File: config.mk
export PLATFORM = sky130hd
export DESIGN_NAME = flash_fetch_wait_and_abort
export DESIGN_NICKNAME = d
export VERILOG_FILES = /design/src/design/flash_seq_pkg.sv /design/src/design/flash_fetch_wait_and_abort.sv
export SDC_FILE = /design/constraint.sdc
export NUM_CORES = 1
export LEC_CHECK = 0
export ABC_CLOCK_PERIOD_IN_PS = 4250
export BUFFER_PORTS_ARGS = -buffer_cell sky130_fd_sc_hd__buf_2
export CAP_MARGIN = 20
export CORE_MARGIN = 2
export CORE_UTILIZATION = 50
export CTS_CLUSTER_SIZE = 12
export DETAILED_ROUTE_END_ITERATION = 10
export PLACE_DENSITY = 0.76
export SYNTH_ARGS = -nofsm -noshare
export SYNTH_HDL_FRONTEND = slang
export SYNTH_SLANG_ARGS = --single-unit
File: constraint.sdc
create_clock -name mclk -period 4.25 [get_ports mclk]
set_clock_uncertainty 0.2 [all_clocks]
set_input_delay 0.425 -clock mclk [delete_from_list [all_inputs] [get_ports mclk]]
set_output_delay 0.425 -clock mclk [all_outputs]
set_load 0.02 [all_outputs]
File: src/design/flash_seq_pkg.sv
// constants and types for the flash fetch, wait and abort sequencer
package flash_seq_pkg;
    localparam int CLK_MHZ = 100;
    localparam int PAGE_BYTES = 512;
    localparam int ERASE_MS = 20;
    localparam int WRITE_US = 50;
    localparam int ERASE_CYCLES = ERASE_MS * 1000 * CLK_MHZ;
    localparam int WRITE_CYCLES = WRITE_US * CLK_MHZ;
    localparam int ABORT_CYCLES = 10;
    localparam int FETCH_XTRA_WIDE = 2;
    localparam int FETCH_XTRA_NARROW = 1;
    localparam int BRANCH_DECODE = 1;
    localparam int PIPE_FILL = 4;
    localparam int DP_DECODE = 1;
    localparam int DP_ASSEMBLE = 2;
    localparam int DP_TAIL = 1;
    localparam int DEAD_SINGLE = 1;
    localparam int WORD_ACCESS = 2;
    localparam int HALF_ACCESS = 1;
    localparam int MULTI_MAX = 16;
    localparam int CNT_W = 32;

    // request kinds issued by the core
    typedef enum logic [3:0] {
        REQ_FETCH = 4'h0,
        REQ_BRANCH = 4'h1,
        REQ_DP_REG = 4'h2,
        REQ_DP_FLASH = 4'h3,
        REQ_LD_WORD = 4'h4,
        REQ_LD_HALF = 4'h5,
        REQ_LD_MULTI = 4'h6,
        REQ_ST_WORD = 4'h7,
        REQ_ST_HALF = 4'h8,
        REQ_ST_MULTI = 4'h9,
        REQ_ERASE = 4'hA
    } req_kind_t;

    typedef enum logic [1:0] {
        ST_IDLE = 2'b00,
        ST_WAIT = 2'b01,
        ST_PROG = 2'b10,
        ST_ABORT = 2'b11
    } seq_state_t;
endpackage

File: src/design/flash_fetch_wait_and_abort.sv
// flash access sequencer: fetch and data wait cycles, erase/write stall and abort
//
// Notes on behaviour
// - 16-bit array: flash fetch slower than one cycle at divider zero; data needs dead time
// - wide instruction mode at divider zero: fetch adds two cycles
// - narrow instruction mode: fetch adds one cycle
// - control flow from flash: one decode cycle then four pipeline refill cycles
// - register-only data op adds nothing; flash data adds decode, two assemble, one tail
// - single transfers: 2/1 fetch, one dead cycle, word 2 / half 1 access or writes
// - multiple of N words: N dead cycles, 2N accesses or 2N word programming times
// - execution from flash stalls for the whole erase or write
// - page erase of 512 bytes holds the flash for 20 ms
// - one 16-bit word write holds the flash for 50 us
// - enabled interrupt during erase or write aborts it and frees the core
// - abort completes in ten core clock cycles
// - SRAM fetch is single cycle, the baseline for flash counts
`timescale 1ns/1ps
`default_nettype none
module flash_fetch_wait_and_abort
    import flash_seq_pkg::*;
#(
    parameter int ERASE_CNT = ERASE_CYCLES,
    parameter int WRITE_CNT = WRITE_CYCLES
) (
    // clock and reset
    input wire logic mclk,
    input wire logic rst_n,
    // core request
    input wire logic req_valid,
    input wire req_kind_t req_kind,
    input wire logic req_in_flash,
    input wire logic [4:0] req_count,
    input wire logic wide_mode,
    input wire logic [2:0] core_clock_divider_setting,
    input wire logic irq_enabled,
    // answer to core
    output logic core_wait,
    output logic data_valid,
    output logic prog_busy,
    output logic prog_aborted
);

////////////////////////////////////////////////////////////////////////////////
// cycle cost of one request

    function automatic logic [CNT_W-1:0] fetch_xtra(input logic wide,
                                                   input logic [2:0] div);
        logic [CNT_W-1:0] r;
        r = '0;
        if (wide && div == 3'h0) begin
            r = CNT_W'(FETCH_XTRA_WIDE);
        end else if (!wide) begin
            r = CNT_W'(FETCH_XTRA_NARROW);
        end
        return r;
    endfunction

    function automatic logic [CNT_W-1:0] cost(input req_kind_t k, input logic fl,
                                              input logic [4:0] n, input logic wide,
                                              input logic [2:0] div);
        logic [CNT_W-1:0] f;
        logic [CNT_W-1:0] nn;
        logic [CNT_W-1:0] r;
        f = fetch_xtra(wide, div);
        nn = CNT_W'(n);
        r = '0;
        unique case (k)
            REQ_FETCH: r = fl ? f : '0;
            REQ_BRANCH: r = fl ? CNT_W'(BRANCH_DECODE + PIPE_FILL) : '0;
            REQ_DP_REG: r = '0;
            REQ_DP_FLASH: r = CNT_W'(DP_DECODE + DP_ASSEMBLE + DP_TAIL);
            REQ_LD_WORD: r = f + CNT_W'(DEAD_SINGLE + WORD_ACCESS);
            REQ_LD_HALF: r = f + CNT_W'(DEAD_SINGLE + HALF_ACCESS);
            REQ_LD_MULTI: r = f + nn + CNT_W'(WORD_ACCESS) * nn;
            REQ_ST_WORD, REQ_ST_HALF, REQ_ST_MULTI: r = f + (k == REQ_ST_MULTI ? nn
                                                    : CNT_W'(DEAD_SINGLE));
            REQ_ERASE: r = '0;
            default: r = '0;
        endcase
        return r;
    endfunction

    function automatic logic [CNT_W-1:0] prog_words(input req_kind_t k,
                                                    input logic [4:0] n);
        logic [CNT_W-1:0] r;
        r = '0;
        if (k == REQ_ST_WORD) begin
            r = CNT_W'(WORD_ACCESS);
        end else if (k == REQ_ST_HALF) begin
            r = CNT_W'(HALF_ACCESS);
        end else if (k == REQ_ST_MULTI) begin
            r = CNT_W'(WORD_ACCESS) * CNT_W'(n);
        end
        return r;
    endfunction

////////////////////////////////////////////////////////////////////////////////
// sequencer

    seq_state_t state_q;
    logic [CNT_W-1:0] cnt_q;
    logic [CNT_W-1:0] words_q;
    logic [CNT_W-1:0] c_now;
    logic is_erase;

    assign c_now = cost(req_kind, req_in_flash, req_count, wide_mode,
                        core_clock_divider_setting);
    assign is_erase = req_kind == REQ_ERASE;

    always_ff @(posedge mclk) begin
        if (!rst_n) begin
            state_q <= ST_IDLE;
            cnt_q <= '0;
            words_q <= '0;
        end else begin
            unique case (state_q)
                ST_IDLE: if (req_valid) begin
                    words_q <= prog_words(req_kind, req_count);
                    if (is_erase) begin
                        state_q <= ST_PROG;
                        cnt_q <= CNT_W'(ERASE_CNT - 1);
                    end else if (c_now != '0) begin
                        state_q <= ST_WAIT;
                        cnt_q <= c_now - CNT_W'(1);
                    end
                end
                ST_WAIT: if (cnt_q == '0) begin
                    if (words_q != '0) begin
                        state_q <= ST_PROG;
                        cnt_q <= CNT_W'(WRITE_CNT - 1);
                        words_q <= words_q - CNT_W'(1);
                    end else begin
                        state_q <= ST_IDLE;
                    end
                end else begin
                    cnt_q <= cnt_q - CNT_W'(1);
                end
                ST_PROG: if (irq_enabled) begin
                    state_q <= ST_ABORT;
                    cnt_q <= CNT_W'(ABORT_CYCLES - 1);
                    words_q <= '0;
                end else if (cnt_q == '0) begin
                    if (words_q != '0) begin
                        cnt_q <= CNT_W'(WRITE_CNT - 1);
                        words_q <= words_q - CNT_W'(1);
                    end else begin
                        state_q <= ST_IDLE;
                    end
                end else begin
                    cnt_q <= cnt_q - CNT_W'(1);
                end
                ST_ABORT: if (cnt_q == '0) begin
                    state_q <= ST_IDLE;
                end else begin
                    cnt_q <= cnt_q - CNT_W'(1);
                end
            endcase
        end
    end

////////////////////////////////////////////////////////////////////////////////
// outputs to the core

    logic done_d;
    logic wait_d;
    assign done_d = (state_q == ST_IDLE && req_valid && !is_erase && c_now == '0)
                    || (state_q == ST_WAIT && cnt_q == '0 && words_q == '0)
                    || (state_q == ST_PROG && !irq_enabled && cnt_q == '0
                        && words_q == '0)
                    || (state_q == ST_ABORT && cnt_q == '0);
    assign wait_d = !done_d && (state_q != ST_IDLE
                    || (req_valid && (is_erase || c_now != '0)));

    always_ff @(posedge mclk) begin
        if (!rst_n) begin
            core_wait <= 1'b0;
            data_valid <= 1'b0;
        end else begin
            core_wait <= wait_d;
            data_valid <= done_d;
        end
    end

    always_ff @(posedge mclk) begin
        if (!rst_n) begin
            prog_busy <= 1'b0;
            prog_aborted <= 1'b0;
        end else begin
            prog_busy <= state_q == ST_PROG && !(irq_enabled || (cnt_q == '0
                         && words_q == '0));
            prog_aborted <= state_q == ST_PROG && irq_enabled;
        end
    end

////////////////////////////////////////////////////////////////////////////////
// checks

    AST_ABORT_LEN: assert property (@(posedge mclk) disable iff (!rst_n)
        state_q == ST_PROG && irq_enabled |=> (state_q == ST_ABORT
        && cnt_q == CNT_W'(ABORT_CYCLES - 1)) ##9 (state_q == ST_ABORT && cnt_q == '0)
        ##1 (state_q == ST_IDLE)) else $error("abort length wrong");
    AST_NARROW_FETCH: assert property (@(posedge mclk) disable iff (!rst_n)
        state_q == ST_IDLE && req_valid && req_kind == REQ_FETCH && req_in_flash
        && !wide_mode |=> core_wait ##1 data_valid && !core_wait)
        else $error("narrow fetch timing wrong");
    AST_WIDE_FETCH: assert property (@(posedge mclk) disable iff (!rst_n)
        state_q == ST_IDLE && req_valid && req_kind == REQ_FETCH && req_in_flash
        && wide_mode && core_clock_divider_setting == 3'h0
        |=> core_wait [*2] ##1 data_valid) else $error("wide fetch timing wrong");
    AST_SRAM_FETCH: assert property (@(posedge mclk) disable iff (!rst_n)
        state_q == ST_IDLE && req_valid && req_kind == REQ_FETCH && !req_in_flash
        |=> data_valid && !core_wait) else $error("sram fetch not single cycle");
    AST_BRANCH: assert property (@(posedge mclk) disable iff (!rst_n)
        state_q == ST_IDLE && req_valid && req_kind == REQ_BRANCH && req_in_flash
        |=> core_wait [*5] ##1 data_valid) else $error("branch refill wrong");
    AST_DP_REG: assert property (@(posedge mclk) disable iff (!rst_n)
        state_q == ST_IDLE && req_valid && req_kind == REQ_DP_REG
        |=> data_valid) else $error("register op stalled");
    AST_DP_FLASH: assert property (@(posedge mclk) disable iff (!rst_n)
        state_q == ST_IDLE && req_valid && req_kind == REQ_DP_FLASH
        |=> core_wait [*4] ##1 data_valid) else $error("flash data op timing wrong");
    AST_HALF_LOAD: assert property (@(posedge mclk) disable iff (!rst_n)
        state_q == ST_IDLE && req_valid && req_kind == REQ_LD_HALF && !wide_mode
        |=> core_wait [*3] ##1 data_valid) else $error("half load timing wrong");
    AST_STALL: assert property (@(posedge mclk) disable iff (!rst_n)
        prog_busy |-> core_wait) else $error("core not stalled during program");
    AST_VALID_NO_WAIT: assert property (@(posedge mclk) disable iff (!rst_n)
        data_valid |-> !core_wait) else $error("wait held with data valid");
    AST_ERASE_START: assert property (@(posedge mclk) disable iff (!rst_n)
        state_q == ST_IDLE && req_valid && req_kind == REQ_ERASE
        |=> state_q == ST_PROG && cnt_q == CNT_W'(ERASE_CNT - 1))
        else $error("erase count wrong");
    AST_WRITE_LOAD: assert property (@(posedge mclk) disable iff (!rst_n)
        state_q == ST_WAIT && cnt_q == '0 && words_q != '0
        |=> state_q == ST_PROG && cnt_q == CNT_W'(WRITE_CNT - 1))
        else $error("write count wrong");

    COV_ABORT: cover property (@(posedge mclk) disable iff (!rst_n) prog_aborted);
    COV_ERASE_DONE: cover property (@(posedge mclk) disable iff (!rst_n)
        prog_busy ##1 !prog_busy && data_valid);
    COV_MULTI: cover property (@(posedge mclk) disable iff (!rst_n)
        state_q == ST_IDLE && req_valid && req_kind == REQ_LD_MULTI);
    COV_BRANCH: cover property (@(posedge mclk) disable iff (!rst_n)
        state_q == ST_IDLE && req_valid && req_kind == REQ_BRANCH && req_in_flash);

endmodule
`default_nettype wire

# Yosys cells after proc, flatten, opt, wreduce, memory -nomap -nowiden
# Index checks and enable logic that the tools add are counted.
classes:
  n_reduce_logical: 39
  mux: 32
  n_div: 0
  add_sub_neg: 8
  magnitude_cmp: 0
  n_eq_ne: 19
  n_shift: 0
  bitwise_logic: 0
  n_mul: 0
ops:
  columns: ["op", "count"]
  rows:
  - ["two-way mux 32 bit", 12]
  - ["one-hot mux 32 bit (7 select lines)", 1]
  - ["one-hot mux 32 bit (4 select lines)", 1]
  - ["logical NOT 32 bit", 3]
  - ["one-hot mux 32 bit (3 select lines)", 1]
  - ["subtractor 32 x 1 -> 32 bit, second input constant", 3]
  - ["adder 32 x 2 -> 32 bit, second input constant", 2]
  - ["adder 32 x 5 -> 32 bit", 2]
  - ["nonzero test 32 bit", 2]
  - ["adder 32 x 6 -> 32 bit", 1]
  - ["two-way mux 2 bit", 10]
  - ["two-way mux 6 bit", 3]
  - ["== test 4 x 3 -> 1 bit, second input constant", 4]
  - ["logical AND 1 bit", 15]
  - ["== test 4 bit, second input constant", 3]
  - ["one-hot mux 2 bit (4 select lines)", 1]
  - ["logical OR 1 bit", 6]
  - ["!= test 3 bit, second input constant", 2]
  - ["AND reduction 6 bit", 1]
  - ["two-way mux 5 bit", 1]
  - ["== test 2 bit, second input constant", 2]
  - ["== test 4 x 1 -> 1 bit, second input constant", 1]
  - ["== test 4 x 2 -> 1 bit, second input constant", 1]
  - ["logical NOT 1 bit", 4]
  - ["14 further kinds", 16]
totals:
  latchBits: 0
  memories: 0
  regBits: 70
  in_bits: 18
  ramBits: 0
  output_inout_bits: 4
  rom_bits: 0
  word_cells: 105

# Depth between registers and ports, before layout
# Gate-level depths: netlist of run 1.
logic_depth:
  depth_word: 13
  mapped_depth: 18
  mapped_depth_nobuf: 16

# Worst setup path before layout of run 1
# No wires, ideal clock.
synth_path:
  kind: "input to register"
  start: "input core_clock_divider_setting[1]"
  end: "register cnt_q[23]"
  t_required_ns: 3.979
  path_buffers: 2
  path_stages: 14
  slack_ns: 0.106
  setup_ns: 0.071
  arrival_time_ns: 3.873
  cell_sequence: "or4b_1 inv_1 fa_1 ha_1 fa_1 nand4b_1 a41oi_1 a211o_1 nor4_4 a21o_2 buf_2 buf_4 o21ai_0 a21oi_1"
synth_between:
  elab_chain_len: 11
  word_cells_on_any_way: 18
  classes_between: "add/sub (6); eq/ne (1); mux (7); reduce/logical (4)"
synth_rtl:
  columns: ["element", "line", "rtl"]
  rows:
  - ["start: declaration", "flash_fetch_wait_and_abort.sv:34", "input wire logic [2:0] core_clock_divider_setting,"]
  - ["logical NOT 3 bit (*)", "flash_fetch_wait_and_abort.sv:50", "if (wide && div == 3'h0) begin"]
  - ["logical AND 1 bit (*)", "flash_fetch_wait_and_abort.sv:50", null]
  - ["two-way mux 2 bit (*)", "flash_fetch_wait_and_abort.sv:50", null]
  - ["adder 32 x 5 -> 32 bit", "flash_fetch_wait_and_abort.sv:74", "REQ_LD_MULTI: r = f + nn + CNT_W'(WORD_ACCESS) * nn;"]
  - ["adder 32 x 6 -> 32 bit", "flash_fetch_wait_and_abort.sv:74", null]
  - ["one-hot mux 32 bit (7 select lines) (*)", "flash_fetch_wait_and_abort.sv:67", "unique case (k)"]
  - ["subtractor 32 x 1 -> 32 bit", "flash_fetch_wait_and_abort.sv:124", "cnt_q <= c_now - CNT_W'(1);"]
  - ["two-way mux 32 bit", "flash_fetch_wait_and_abort.sv:122", "end else if (c_now != '0) begin"]
  - ["two-way mux 32 bit", "flash_fetch_wait_and_abort.sv:119", "if (is_erase) begin"]
  - ["two-way mux 32 bit", "flash_fetch_wait_and_abort.sv:117", "ST_IDLE: if (req_valid) begin"]
  - ["one-hot mux 32 bit (4 select lines)", "flash_fetch_wait_and_abort.sv:116", "unique case (state_q)"]
  - ["end signal: assignment", "flash_fetch_wait_and_abort.sv:121", "cnt_q <= CNT_W'(ERASE_CNT - 1);"]
  - ["end signal: assignment", "flash_fetch_wait_and_abort.sv:124", null]
  - ["end signal: assignment", "flash_fetch_wait_and_abort.sv:130", "cnt_q <= CNT_W'(WRITE_CNT - 1);"]
  - ["end: declaration", "flash_fetch_wait_and_abort.sv:101", "logic [CNT_W-1:0] cnt_q;"]
# Mark *: on every way between the ends. The rest lies on a longest branch, timed or not. The select of a mux whose other input is x is not followed.
# A chain may end at the register's enable or synchronous reset.

# Final worst setup path of run 1
layout_path:
  start: "input core_clock_divider_setting[1]"
  end: "register cnt_q[6]"
# Same word-level chain as after synthesis.

==> impl_metrics.py, run 1 <==
metrics = {
    "power": {
        "switchingPower_mw": 1.57,
        "p_comb_frac": 0.568,
        "p_leak_nw": 2.23,
        "power-per-cell-area_nw_per_um2": 566,
        "power_frac_clock": 0.152,
        "pwr-share-seq": 0.280,
        "switching_share": 0.483,
        "irDropWorstVdd_uv": 310,
        "power_mw": 3.24,
        "intPower_mw": 1.68,
    },
    "timing": {
        "period_needed_ns": 3.92,
        "slew_headroom": 0.397,
        "worst_slew_pin_slew_ns": 0.896,
        "hold_ws_ns": 0.151,
        "rsz0062_at_grt": "no",
        "max_freq_ghz": 0.255,
        "finalMaxSlewViolations": 0,
        "hold_viol": 0,
        "finalCritPeriodShare": 0.922,
        "setup_violations": 0,
    },
    "hold_path": {
        "worstHoldEndpoint": "prog_aborted",
        "hold_path.class": "in2reg",
        "hp-start": "irq_enabled",
        "worstHoldPathCells": 3,
    },
    "synthesis": {
        "synthTopCellsByCount": "nor2_1, dfxtp_1, a21oi_1",
        "seq_area_frac_synth": 0.268,
        "synth_cell_type_count": 84,
        "ys_ff_latch": 70,
        "yosys.cell_count.top_type": "nor2_1",
        "syn_area_per_cell_sq_um": 8.01,
        "syn_nets": 695,
        "yosys_warnings": 0,
        "ys_top_cells_by_area": "dfxtp_1, nor2_1, ha_1, a21oi_1, o21ai_0",
        "syn-instance-count": 653,
        "yosys_most_used_dff": "dfxtp_1",
        "synthArstFlopShare": 0,
        "yosys.area.top_type_share": 0.268,
        "syn_area_sq_um": 5230,
        "synth_edf_count": 0,
        "yosysTopAreaCell": "dfxtp_1",
    },
    "routing": {
        "drt_iter0_markers": 452,
        "drc": 0,
        "drtPass1Iterations": 5,
        "vias": 5225,
        "ant_nets": 0,
        "viasPerCell": 6.36,
        "finalWirelength_um": 14500,
        "wl_per_cell_um": 17.6,
    },
    "critical_path": {
        "critPathCaptureType": "flip-flop",
        "r2r.worst_path.cells": 9,
        "crit_chain": "buf_2 > or4b_1 > inv_1 > fa_1 > ha_1 > fa_1 > nand4b_1 > a41oi_1 > a211o_1 > nor4_4 > buf_4 > ha_1 > nand2_1 > nand2_1 > a311oi_1",
        "r2r_slack_ns": 0.67,
        "worstReg2RegEnd": "words_q[3]",
        "cp_slowest_cell": "or4b_1",
        "crit_family": "adder cells",
        "worstSetupPathType": "in2reg",
        "crit_buf_inv": 3,
        "critPathLaunchType": "input pin",
        "cp_max_fo": 5,
        "arrival_ns": 3.98,
        "rr_startpoint": "cnt_q[0]",
        "crit_required_ns": 4.31,
        "max_stage_delay_ns": 0.55,
    },
    "final_layout": {
        "nets": 723,
        "area_growth_pct": 9.54,
        "drive_above_1_share": 0.159,
        "fill_cells": 917,
        "antenna_cells": 0,
    },
    "floorplan": {
        "die_h_um": 106,
        "chipWidth_um": 106,
        "ioPinCount": 22,
        "die_area_sq_um": 11300,
        "fp.coreArea_sq_um": 10200,
        "initial_core_util": 0.511,
        "rows": 37,
    },
    "clock_tree": {
        "cts_buffers": 9,
        "cts_sinks": 70,
        "cts.clk_slew.worst_paths_ns": 0.07,
        "cts-resized-gates": 0,
        "cts_setup_buffers": 0,
        "htree_levels": 3,
        "cts-root-buf": "clkbuf_8",
        "clock_path_buffers": 2,
        "clkLatencyLatePin_ns": 0.35,
        "cts_tree": "done",
        "holdBufCountCts": 0,
    },
    "placed_design": {
        "dp_hpwl_um": 10400,
        "numPortBuffers": 21,
        "gp_congestion": 0.935,
    },
    "global_route": {
        "grt_pass1_wl_um": 24400,
        "grt_max_degree": 41,
        "grt.overflow.total": 0,
        "antenna_found_initial": 0,
        "grt_pass1_vias": 5118,
        "grt_usage": 0.264,
    },
    "run": {
        "cap_violations": 0,
    },
    "run_status": {
        "status": "complete, no violations",
    },
}
## worst register-to-register path: stages (launching register included)
cell and delay (ns):
dfxtp_1 0.34, inv_1 0.13, ha_1 0.27, nor4b_2 0.39
and4_1 0.49, nand4_1 0.42, nor2_1 0.73, a21oi_1 0.17
o211ai_1 0.20, o21ai_0 0.11
## layout by cell type, fill, tap and decap left out, types with 5 or more instances in the layout
master / count
xor2_1: 20
nor3_1: 22
or3_1: 10
o21ai_0: 41
xnor2_1: 11
or2_2: 8
clkbuf_8: 11
a211oi_1: 5
a21oi_1: 50
o311ai_0: 8
buf_2: 21
nor2b_1: 5
a31oi_1: 10
nand2_1: 28
nand3_1: 24
nor3b_1: 6
a31o_2: 6
dfxtp_1: 70
o31ai_1: 8
inv_1: 18
o311a_1: 8
nand4_1: 7
o211ai_1: 13
nor4_1: 18
and3_1: 5
or4_1: 5
buf_4: 34
nand3b_1: 8
ha_1: 21
nor2_1: 83
## worst max-delay path by stage
stage                                       start         to  slack [ns]  cells after the start
floorplan           core_clock_divider_setting[1]  cnt_q[23]        0.11                     14
global placement    core_clock_divider_setting[1]   cnt_q[6]        0.04                     15
detailed placement  core_clock_divider_setting[1]   cnt_q[6]      -0.007                     15
CTS                 core_clock_divider_setting[1]   cnt_q[6]        0.35                     15
global route        core_clock_divider_setting[1]   cnt_q[5]        0.10                     14
finish              core_clock_divider_setting[1]   cnt_q[6]        0.33                     15
## metal layers
layer,share of wire,GRT usage
met4,0.020,0.0940
met1,0.42,0.344
met5,0,0
met3,0.078,0.0546
met2,0.48,0.433
## sequential cells by signal, indices dropped and copies added (netlist names)
signal	flops
cnt_q	32
words_q	32
state_q	2
core_wait	1
data_valid	1
prog_aborted	1
prog_busy	1
## kinds of logic (layout without fill, tap and decap cells)
family | count (synthesis) | in the layout | share of synthesized area
adder cells (fa/ha/maj) | 24 | 24 | 0.0617
buffers and inverters | 59 | 91 | 0.0593
AND/OR/NAND/NOR | 276 | 276 | 0.311
XOR/XNOR | 31 | 31 | 0.0519
multiplexers | 3 | 3 | 0.00574
AO/OA/AOI/OAI | 190 | 190 | 0.242
flip-flops | 70 | 70 | 0.268
## cell type report
cell class,count,area [sq um],share of cell area
inverter,20,75.1,0.0131
multi-input combinational,524,3530,0.616
clock inverter,3,20.0,0.00349
clock buffer,12,155,0.0271
sequential,70,1400,0.245
timing repair buffer,56,380,0.0664
tap,136,170,0.0297
## stage by stage
step / setup TNS (ns) / cells / instance area, sq um / utilization / setup slack, ns
finish: 0 / 821 / 5730 / 0.560 / 0.333
global route: 0 / 821 / 5730 / 0.560 / 0.104
CTS: 0 / 821 / 5730 / 0.560 / 0.348
detailed placement: -0.00684 / 806 / 5560 / 0.543 / -0.00684
global placement: 0 / 806 / 5560 / 0.543 / 0.0398
floorplan: 0 / 653 / 5230 / - / 0.106
## power groups by stage
stage          clock [mW]  combinational, mW  sequential (mW)
2_1_floorplan           0               1.33            0.886
3_3_place_gp            0               1.73            0.909
3_5_place_dp            0               1.79            0.918
4_1_cts             0.501               1.80            0.903
5_1_grt             0.527               2.00            0.925
6_report            0.493               1.84            0.909
Power figures use the tool's default switching activity.
==> inputs of run 2 (changes only) <==
--- a/config.mk
+++ b/config.mk
@@ -8,7 +8,6 @@
 export ABC_CLOCK_PERIOD_IN_PS = 4250
 export BUFFER_PORTS_ARGS = -buffer_cell sky130_fd_sc_hd__buf_2
 export CAP_MARGIN = 20
-export CORE_MARGIN = 2
 export CORE_UTILIZATION = 50
 export CTS_CLUSTER_SIZE = 12
 export DETAILED_ROUTE_END_ITERATION = 10
==> impl_metrics.py, run 2 (synthesis results as in run 1) <==
metrics = {
    "run_status": {
        "status": "complete, no violations",
    },
    "clock_tree": {
        "cts-root-buf": "clkbuf_8",
        "cts_sinks": 70,
        "holdBufCountCts": 0,
        "cts-resized-gates": 0,
        "cts_buffers": 9,
        "cts_tree": "done",
        "cts.clk_slew.worst_paths_ns": 0.08,
        "clkLatencyLatePin_ns": 0.35,
        "clock_path_buffers": 2,
        "cts_setup_buffers": 0,
        "htree_levels": 3,
    },
    "routing": {
        "vias": 5226,
        "finalWirelength_um": 14400,
        "drc": 0,
        "wl_per_cell_um": 17.6,
        "drt_iter0_markers": 366,
        "viasPerCell": 6.39,
        "ant_nets": 0,
        "drtPass1Iterations": 5,
    },
    "critical_path": {
        "rr_startpoint": "cnt_q[0]",
        "crit_required_ns": 4.30,
        "cp_common_cell": "fa_1",
        "cp_max_fo": 12,
        "startpoint": "core_clock_divider_setting[1]",
        "critPathCaptureType": "flip-flop",
        "cp_slowest_cell": "or4b_1",
        "arrival_ns": 4.01,
        "crit_chain": "buf_2 > or4b_1 > inv_1 > fa_1 > ha_1 > fa_1 > nand4b_1 > a41oi_1 > a211o_1 > nor4_4 > a21o_2 > nor2_1 > buf_4 > a31o_2",
        "critPathLaunchType": "input pin",
        "max_stage_delay_ns": 0.56,
        "worstSetupPathType": "in2reg",
    },
    "global_route": {
        "antenna_found_initial": 0,
        "grt_pass1_wl_um": 24500,
        "grt_max_degree": 41,
        "grt.overflow.total": 0,
        "grt_pass1_vias": 5071,
        "grt_usage": 0.272,
    },
    "timing": {
        "finalMaxSlewViolations": 0,
        "period_needed_ns": 3.96,
        "slew_headroom": 0.439,
        "worst_slew_pin_slew_ns": 0.834,
        "rsz0062_at_grt": "no",
        "hold_viol": 0,
        "max_freq_ghz": 0.252,
        "final.setup.worst_slack_ns": 0.289,
        "setup_violations": 0,
        "finalCritPeriodShare": 0.932,
    },
    "placed_design": {
        "gp_congestion": 0.914,
        "post-place-ws_ns": -0.0497,
        "numPortBuffers": 21,
        "dp_hpwl_um": 10400,
    },
    "floorplan": {
        "chipWidth_um": 104,
        "die_area_sq_um": 10900,
        "fp.coreArea_sq_um": 9950,
        "die_h_um": 104,
        "rows": 36,
        "initial_core_util": 0.526,
        "ioPinCount": 22,
    },
    "power": {
        "irDropWorstVdd_uv": 303,
        "power-per-cell-area_nw_per_um2": 586,
        "p_leak_nw": 2.25,
        "power_mw": 3.39,
    },
    "run": {
        "cap_violations": 0,
    },
    "final_layout": {
        "antenna_cells": 0,
        "final_common_cell": "nor2_1",
        "area_growth_pct": 10.6,
        "seq_area_sq_um": 1400,
        "fill_cells": 922,
        "reg.largest.list": "cnt_q x32, words_q x32, state_q x2",
        "drive_above_1_share": 0.161,
        "nets": 722,
        "final_cell_mix": "nor2_1, dfxtp_1, a21oi_1",
        "multiInputGateArea_sq_um": 3530,
    },
    "hold_path": {
        "hold_path.class": "in2reg",
        "hp-start": "irq_enabled",
    },
}
==> run 2: final cells by class <==
cell class	count	share of cell area
clock inverters	6	0.0162
multi-input cells	524	0.610
clock buffers	10	0.0238
flip-flops and latches	70	0.242
well taps	133	0.0288
repair buffers	55	0.0666
inverters	20	0.0130
==> run 2: layer usage <==
metal  part of all wire  vias to the layer above  track usage
li1                   -                     2515            -
met1               0.43                     2449        0.350
met2               0.47                      231        0.454
met3              0.080                       31       0.0508
met4              0.021                        0       0.0908
met5                  0                        -            0
==> run 2: worst max-delay path, delay by kind of cell <==
kind	cells	cell delay (ns)
AND/OR/NAND/NOR	4	1.09
AO/OA/AOI/OAI	4	1.00
adder cells (fa/ha/maj)	3	1.08
buffers and inverters	3	0.40
==> run 2: final timing paths <==
check | end | slack, ns | cells after the start
setup / recovery | cnt_q[15] | 0.29 | 14
hold / removal | prog_aborted | 0.13 | 3
setup reg to reg | words_q[26] | 0.58 | 9
hold reg to reg | cnt_q[26] | 0.28 | 2
==> run 2: metrics by stage <==
step           utilization  TNS, ns  hold slack (ns)  area, sq um  cells
2_1_floorplan            -        0            0.245         5230    653
3_3_place_gp         0.558        0            0.266         5560    802
3_5_place_dp         0.558   -0.343            0.267         5560    802
4_1_cts              0.581        0            0.124         5790    818
5_1_grt              0.581        0            0.152         5790    818
6_report             0.581        0            0.134         5790    818
==> run 2: report_power, final <==
part,internal (mW),switching [mW]
clock,0.351,0.282
sequential,0.770,0.139
combinational,0.674,1.17
